$ cat config.mk
export PLATFORM = sky130hd
export DESIGN_NAME = iepe_channel_config
export DESIGN_NICKNAME = d
export VERILOG_FILES = /design/src/common/iepe_pkg.sv /design/src/iepe_alarm_cmp.sv /design/src/iepe_channel_config.sv
export VERILOG_INCLUDE_DIRS = /design/src /design/src/common
export SDC_FILE = /design/constraint.sdc
export NUM_CORES = 1
export LEC_CHECK = 0
export BUFFER_PORTS_ARGS = -buffer_cell sky130_fd_sc_hd__buf_2
export CAP_MARGIN = 20
export CORE_MARGIN = 2
export CORE_UTILIZATION = 48
export CTS_CLUSTER_DIAMETER = 150
export CTS_CLUSTER_SIZE = 16
export DETAILED_ROUTE_END_ITERATION = 7
export HOLD_SLACK_MARGIN = 0.12
export PLACE_DENSITY = 0.78
export RECOVER_POWER = 25
export SETUP_SLACK_MARGIN = 0.05
export SYNTH_ARGS = -nofsm -noshare
export SYNTH_HDL_FRONTEND = slang
export SYNTH_HIERARCHICAL = 1
export SYNTH_SLANG_ARGS = --single-unit
$ cat constraint.sdc
create_clock -name core_clk -period 1.6 [get_ports core_clk]
set_clock_uncertainty 0.15 [all_clocks]
set_input_delay 0.16 -clock core_clk [delete_from_list [all_inputs] [get_ports core_clk]]
set_output_delay 0.16 -clock core_clk [all_outputs]
set_load 0.03 [all_outputs]
$ cat src/common/iepe_cfg_map.svh
`ifndef IEPE_CFG_MAP_SVH
`define IEPE_CFG_MAP_SVH
`define IEPE_NUM_CH 4
`define IEPE_ALL_CH 4'hF
`define IEPE_MSK_LEVEL 0
`define IEPE_MSK_EXCON 1
`define IEPE_MSK_OPENTH 2
`define IEPE_MSK_SHORTTH 3
`define IEPE_MSK_ALARM 4
`define IEPE_MSK_COUPLE 5
`define IEPE_MSK_TEST 6
`define IEPE_MSK_FILT 7
`define IEPE_MSK_PRIM 8
`define IEPE_MSK_MONEN 9
`define IEPE_MSK_RATIO 10
`define IEPE_MSK_DEFAULT 11
`define IEPE_DEF_LEVEL 8'h00
`define IEPE_DEF_EXCON 1'h0
`define IEPE_DEF_OPENTH 12'h000
`define IEPE_DEF_SHORTTH 12'h000
`define IEPE_SHORT_TH_STANDARD 12'h0C0
`define IEPE_DEF_ALARM 16'h0000
`define IEPE_DC_COUPLING_BIT 4'h1
`define IEPE_DEF_COUPLE 4'h1
`define IEPE_DEF_TEST 1'h0
`define IEPE_DEF_FILT 1'h0
`define IEPE_DEF_PRIM 1'h0
`define IEPE_DEF_MONEN 1'h0
`define IEPE_DEF_RATIO 15'h0000
`endif

$ cat src/common/iepe_pkg.sv
package iepe_pkg;
  typedef struct packed {
    logic [7:0] level;
    logic excOn;
    logic [11:0] openTh;
    logic [11:0] shortTh;
    logic [15:0] alarm;
    logic [3:0] couple;
    logic test;
    logic filt;
    logic prim;
    logic monEn;
    logic [14:0] ratio;
  } iepe_chcfg_t;
  typedef enum logic [0:0] {
    IEPE_IDLE = 1'b0,
    IEPE_APPLY = 1'b1
  } iepe_wstate_t;
endpackage : iepe_pkg

$ cat src/iepe_alarm_cmp.sv
`timescale 1ns/1ps
`include "iepe_cfg_map.svh"
module iepe_alarm_cmp
  import iepe_pkg::*;
(
  input wire logic core_clk,
  input wire logic resetn,
  input wire logic monEn,
  input wire logic [11:0] level,
  input wire logic [11:0] openTh,
  input wire logic [11:0] shortTh,
  output logic openAlarm,
  output logic shortAlarm
);
  logic open_r, open_nxt, short_r, short_nxt;
  always_comb begin
    // comparison only meaningful while the monitor converter runs
    open_nxt = monEn && (level > openTh); // see
    short_nxt = monEn && (shortTh != 12'h000) && (level < shortTh); // see
  end
  always_ff @(posedge core_clk or negedge resetn) begin
    if (!resetn) begin
      open_r <= 1'b0;
      short_r <= 1'b0;
    end else begin
      open_r <= open_nxt;
      short_r <= short_nxt;
    end
  end
  assign openAlarm = open_r;
  assign shortAlarm = short_r;
endmodule : iepe_alarm_cmp

$ cat src/iepe_channel_config.sv
`timescale 1ns/1ps
`include "iepe_cfg_map.svh"
// Operation
// unmasked fields keep their previous value
// channel-select bits choose written channels
// mask bit 11 restores channel defaults
// mask bits 0-10 enable individual fields
// level code 0-255 sets drive current
// excitation on/off switches drive current
// 12-bit open threshold detects open sensor
// 12-bit short threshold, zero disables
// host keeps thresholds within 0x30-0xE0
// coupling one-hot: DC, 0.1, 1, 10 Hz
// test mode on/off, default off
// monitor converter enable on/off
// alarm control updated only by bit 4; the code also loads its default on a restore (bit 11)
// host restores defaults on all channels first
// analog filter enable on/off
// primary flow stop or allow
// monitor ratio 0-32767, zero stops transfer
// excitation off plus test grounds input
// flag open above, short below threshold
// whole write applied in one cycle
module iepe_channel_config
  import iepe_pkg::*;
(
  input wire logic core_clk,
  input wire logic resetn,
  input wire logic cfgWrite,
  input wire logic [3:0] chanSelect,
  input wire logic [11:0] fieldMask,
  input wire logic [7:0] wrLevel,
  input wire logic wrExcOn,
  input wire logic [11:0] wrOpenTh,
  input wire logic [11:0] wrShortTh,
  input wire logic [15:0] wrAlarm,
  input wire logic [3:0] wrCouple,
  input wire logic wrTest,
  input wire logic wrFilt,
  input wire logic wrPrim,
  input wire logic wrMonEn,
  input wire logic [14:0] wrRatio,
  input wire logic [47:0] monLevel,
  output logic [31:0] driveLevel,
  output logic [3:0] driveOn,
  output logic [47:0] openThOut,
  output logic [47:0] shortThOut,
  output logic [63:0] alarmCtrl,
  output logic [15:0] couplingSel,
  output logic [3:0] testMode,
  output logic [3:0] inputGround,
  output logic [3:0] filterOn,
  output logic [3:0] primaryFlow,
  output logic [3:0] monitorOn,
  output logic [59:0] monitorRatio,
  output logic [3:0] monitorXfer,
  output logic [3:0] openAlarm,
  output logic [3:0] shortAlarm
);
  localparam iepe_chcfg_t DEF_CFG = '{
    level: `IEPE_DEF_LEVEL, excOn: `IEPE_DEF_EXCON, openTh: `IEPE_DEF_OPENTH,
    shortTh: `IEPE_DEF_SHORTTH, alarm: `IEPE_DEF_ALARM, couple: `IEPE_DEF_COUPLE,
    test: `IEPE_DEF_TEST, filt: `IEPE_DEF_FILT, prim: `IEPE_DEF_PRIM,
    monEn: `IEPE_DEF_MONEN, ratio: `IEPE_DEF_RATIO};

  genvar ch;
  generate
    for (ch = 0; ch < `IEPE_NUM_CH; ch++) begin : gCh
      iepe_chcfg_t cfg_r, cfg_nxt;
      logic ground_r, ground_nxt, xfer_r, xfer_nxt;
      always_comb begin
        cfg_nxt = cfg_r;
        // one combinational update per write, no partial channel state
        if (cfgWrite && chanSelect[ch]) begin // see
          if (fieldMask[`IEPE_MSK_DEFAULT]) begin
            // restore wins over every other mask bit in the same write
            cfg_nxt = DEF_CFG;
          end else begin
            if (fieldMask[`IEPE_MSK_LEVEL]) cfg_nxt.level = wrLevel; // see
            if (fieldMask[`IEPE_MSK_EXCON]) cfg_nxt.excOn = wrExcOn;
            if (fieldMask[`IEPE_MSK_OPENTH]) cfg_nxt.openTh = wrOpenTh;
            if (fieldMask[`IEPE_MSK_SHORTTH]) cfg_nxt.shortTh = wrShortTh;
            if (fieldMask[`IEPE_MSK_ALARM]) cfg_nxt.alarm = wrAlarm;
            if (fieldMask[`IEPE_MSK_COUPLE]) cfg_nxt.couple = wrCouple;
            if (fieldMask[`IEPE_MSK_TEST]) cfg_nxt.test = wrTest;
            if (fieldMask[`IEPE_MSK_FILT]) cfg_nxt.filt = wrFilt;
            if (fieldMask[`IEPE_MSK_PRIM]) cfg_nxt.prim = wrPrim;
            if (fieldMask[`IEPE_MSK_MONEN]) cfg_nxt.monEn = wrMonEn;
            if (fieldMask[`IEPE_MSK_RATIO]) cfg_nxt.ratio = wrRatio;
          end
        end
        ground_nxt = !cfg_nxt.excOn && cfg_nxt.test;
        xfer_nxt = cfg_nxt.monEn && (cfg_nxt.ratio != 15'h0000);
      end
      always_ff @(posedge core_clk or negedge resetn) begin
        if (!resetn) begin
          cfg_r <= DEF_CFG;
          ground_r <= 1'b0;
          xfer_r <= 1'b0;
        end else begin
          cfg_r <= cfg_nxt;
          ground_r <= ground_nxt;
          xfer_r <= xfer_nxt;
        end
      end
      assign driveLevel[ch*8 +: 8] = cfg_r.level;
      // drive is held off while the input is grounded for adjustment
      assign driveOn[ch] = cfg_r.excOn;
      assign openThOut[ch*12 +: 12] = cfg_r.openTh;
      assign shortThOut[ch*12 +: 12] = cfg_r.shortTh;
      assign alarmCtrl[ch*16 +: 16] = cfg_r.alarm;
      assign couplingSel[ch*4 +: 4] = cfg_r.couple;
      assign testMode[ch] = cfg_r.test;
      assign inputGround[ch] = ground_r;
      assign filterOn[ch] = cfg_r.filt;
      assign primaryFlow[ch] = cfg_r.prim;
      assign monitorOn[ch] = cfg_r.monEn;
      assign monitorRatio[ch*15 +: 15] = cfg_r.ratio;
      assign monitorXfer[ch] = xfer_r;
      // alarms keep working with ratio zero; only transfer stops
      iepe_alarm_cmp uCmp (
        .core_clk(core_clk),
        .resetn(resetn),
        .monEn(cfg_r.monEn),
        .level(monLevel[ch*12 +: 12]),
        .openTh(cfg_r.openTh),
        .shortTh(cfg_r.shortTh),
        .openAlarm(openAlarm[ch]),
        .shortAlarm(shortAlarm[ch])
      );
    end
  endgenerate
endmodule : iepe_channel_config

==> metrics.csv <==
stage;metric;value;unit
run_status;status;finished, violations left;
run_status;failed_checks;negative hold slack, negative setup slack;
synthesis;yosys-top-cells-area;dfrtp_1 48%, ha_1 7.4%, o21ai_0 7.0%;
sta;final_hold_viol_count;2;
route;detail_route.drc_violations;0;
synthesis;syn_nets;1835;
sta;setup_viol;13;
power;p_int;15900;uW
synthesis;cells_after_synth;1604;
synthesis;syn-mean-instance-area;9.67;sq um
critical_path;crit_fanout;9;
die;floorplan.core_area;31700;sq um
synthesis;ys_async_sr_fraction;100;%
sta;setup_repair_after_global_routing_missed_its_margin;true;
synthesis;number_of_enable_type_register_cells_in_the_synthesized_netlist;0;
placement;numPlacedInstances;2503;
route;totalWireLength;65000;microns
run;drv.max_cap_violation_count;0;
clock_network;clk_latency;0.54;ns
grt;track_usage;35.2;%
route;detail_route.wl_per_cell;22.7;microns
route;ant_nets_after_route;0;
finish;layout.cells.non_filler;2861;
grt;grt_pass1_vias;16700;
clock_network;cts-root-buf;clkbuf_16;
sta;tightestPinTransition;0.540;ns
sta;finalHoldWorstSlack;-0.0240;ns
die;initial_utilization;48.9;%
grt;grt_max_degree;71;
finish;fill_cells;1957;
grt;leftover_overflow_at_the_end_of_global_routing;0;
placement;dp_hpwl;39800;microns
placement;gp_congestion;0.899;
hold_path;min_path_type;primary input to register;
sta;slew_viol_final;0;
synthesis;synth-seq-cells;304;
clock_network;cts_max_path_buffers;3;
finish;share_of_post_route_cells_with_drive_strength_above_1;33.7;%
sta;max_clk_rate;583;MHz
clock_network;cts_sinks;304;
critical_path;timing.critical_path.required;1.83;ns
route;vias;17100;
clock_network;cts-buffers-inserted;22;
die;top_level_ports;443;
synthesis;netlist_area;15500;sq um
clock_network;h-tree-depth;1;
finish;multiInputGateArea;7070;sq um
finish;syn_to_final_growth;54.4;%
power;sw_power;10200;uW
critical_path;critPathLaunchType;primary input;
power;vdd_drop_max;0.00116;V
sta;min_period;1.72;ns
power;power_density;1090;nW/um^2
route;routed_via_count_divided_by_cell_count;5.99;
critical_path;arrival;1.95;ns
power;share_comb_of_total_power;40.4;%
route;initialDrtViolationCount;1700;
placement;total_of_buffers_placed_on_input_and_output_ports;442;
critical_path;crit_path_kind;primary input to register;
route;detailedRoute.firstPassIterationCount;7;
synthesis;synth_largest_type_area_fraction;48.4;%
power;clock_power_share;21.0;%
sta;setup_slack;-0.117;ns
power;sequentialPowerShare;38.6;%
finish;final-seq-area;7680;sq um
synthesis;post-synth-top-area-cell;dfrtp_1;
die;dieHeight;184;microns
synthesis;synth_cell_type_count;36;
finish;final_common_cell;buf_2;
die;die-width;184;microns
grt;global_route_wire_length_before_repair;92500;microns
placement;detailed_place.area;19300;sq um
die;core.rowCount;65;
finish;layout.cells.most_common_list;384 x buf_2, 266 x dlygate4sd3_1, 249 x dfrtp_1;
critical_path;timing.critical_path.to_type;register;
clock_network;worst_setup_hold_path_clk_slew;0.08;ns
die;die_area;33800;sq um
finish;layout.nets;2675;
sta;max-slew-margin-rel;64.0;%
finish;stdcell_area;24000;sq um
power;power.share.switching;39.2;%
grt;grt_antenna_before_repair;2;
clock_network;cts_tree;built;
synthesis;synth_sequential_area_ratio;49.1;%
synthesis;synth-main-ff-cell;dfrtp_1;
sta;final_min_period_over_clock_period;107;%
synthesis;ys.warnings.count;6;
power;leakagePower;0.0113;uW
==> state kept, by name, summed over array words and instances (netlist names) <==
name	count
testMode	4
shortThOut	48
driveOn	4
gCh.uCmp/shortAlarm	4
monitorOn	4
gCh.xfer_r	4
filterOn	4
alarmCtrl	64
openThOut	48
driveLevel	32
primaryFlow	4
couplingSel	16
monitorRatio	60
gCh.ground_r	4
gCh.uCmp/openAlarm	4
==> cells by family after synthesis <==
kind of cell | count (synthesis) | share of synthesized area, %
buffers and inverters | 264 | 8.43
DFF | 304 | 49.1
AOI/OAI and AO/OA | 424 | 17.1
adders and majority gates | 92 | 7.42
and+or+nand+nor | 520 | 18.0
==> power by group through the flow <==
stage	sequential, uW	combinational (uW)	clock, uW
2_1_floorplan	12300	2800	0
3_3_place_gp	10000	8280	0
3_5_place_dp	10100	8480	0
4_1_cts	9940	9700	5480
5_1_grt	10200	11200	5810
6_report	10100	10500	5490
==> final timing paths <==
check,startpoint,endpoint,slack (ns),depth (start not counted)
min in group asynchronous,resetn,monitorRatio[27],0.53,3
worst max register to register,shortThOut[6],gCh[0].uCmp/shortAlarm,-0.11,6
max in group asynchronous,resetn,shortThOut[45],0.15,5
worst min-delay path,fieldMask[11],monitorRatio[5],-0.02,2
worst max-delay path,cfgWrite,driveLevel[23],-0.12,7
worst min register to register,driveLevel[29],driveLevel[29],0.34,2
==> repair_timing <==
item / in CTS / in global routing
setup endpoints to repair: 52 / 280
hold endpoints to repair: 607 / 74
hold buffers: 256 / 15
gates cloned: 0 / 4
setup buffers: 16 / 32
gates resized for setup: 110 / 100
pin swaps: 11 / 23
==> cells in the mapped netlist (5+ instances only) <==
cell	number
a31oi_1	32
o21ai_0	218
o21ai_1	17
or3b_2	12
ha_1	92
buf_2	37
o211ai_1	8
o21ai_2	5
nor4_1	24
o2111ai_1	8
nand2b_1	60
nand3_1	8
nor2b_1	36
a21oi_1	40
a21o_1	8
buf_4	20
o221ai_1	50
nand4_1	76
clkbuf_1	24
nand2_1	244
dfrtp_1	300
inv_1	156
or3b_1	48
o221ai_2	10
o22a_1	8
buf_6	26
==> routing by layer <==
layer	vias to the layer above	track usage, %	wire [microns]
met5	-	0	0
met4	0	21.5	4650
met3	340	6.95	6090
met2	1188	58.7	31100
met1	8254	42.1	23200
li1	7343	-	-
==> critical path: stages <==
cell and delay (ns):
clkbuf_4 0.16, and2_4 0.19, buf_4 0.15, o21ai_1 0.07, buf_4 0.19, dlygate4sd3_1 0.82
o21ai_0 0.20
==> area by class of cell <==
cell class | count | share of cell area, %
antenna | 3 | 0.0313
clock buffer | 36 | 2.61
inverter | 156 | 2.44
multi-input combinational | 1036 | 29.5
timing repair buffer | 924 | 31.3
tap | 402 | 2.10
sequential | 304 | 32.0
==> metrics by stage <==
stage | setup TNS (ns) | util [%] | power, uW | hold slack [ns] | setup slack (ns)
floorplan | 0 | - | 15000 | -0.286 | 0.0348
global placement | -0.640 | 61.0 | 18300 | -0.0780 | -0.194
detailed placement | -2.28 | 61.0 | 18600 | -0.0760 | -0.225
CTS | 0 | 72.7 | 25100 | -0.0497 | 0.00778
global route | -1.11 | 75.5 | 27100 | -0.0143 | -0.135
finish | -0.705 | 75.5 | 26100 | -0.0240 | -0.117
Power figures use the tool's default switching activity.
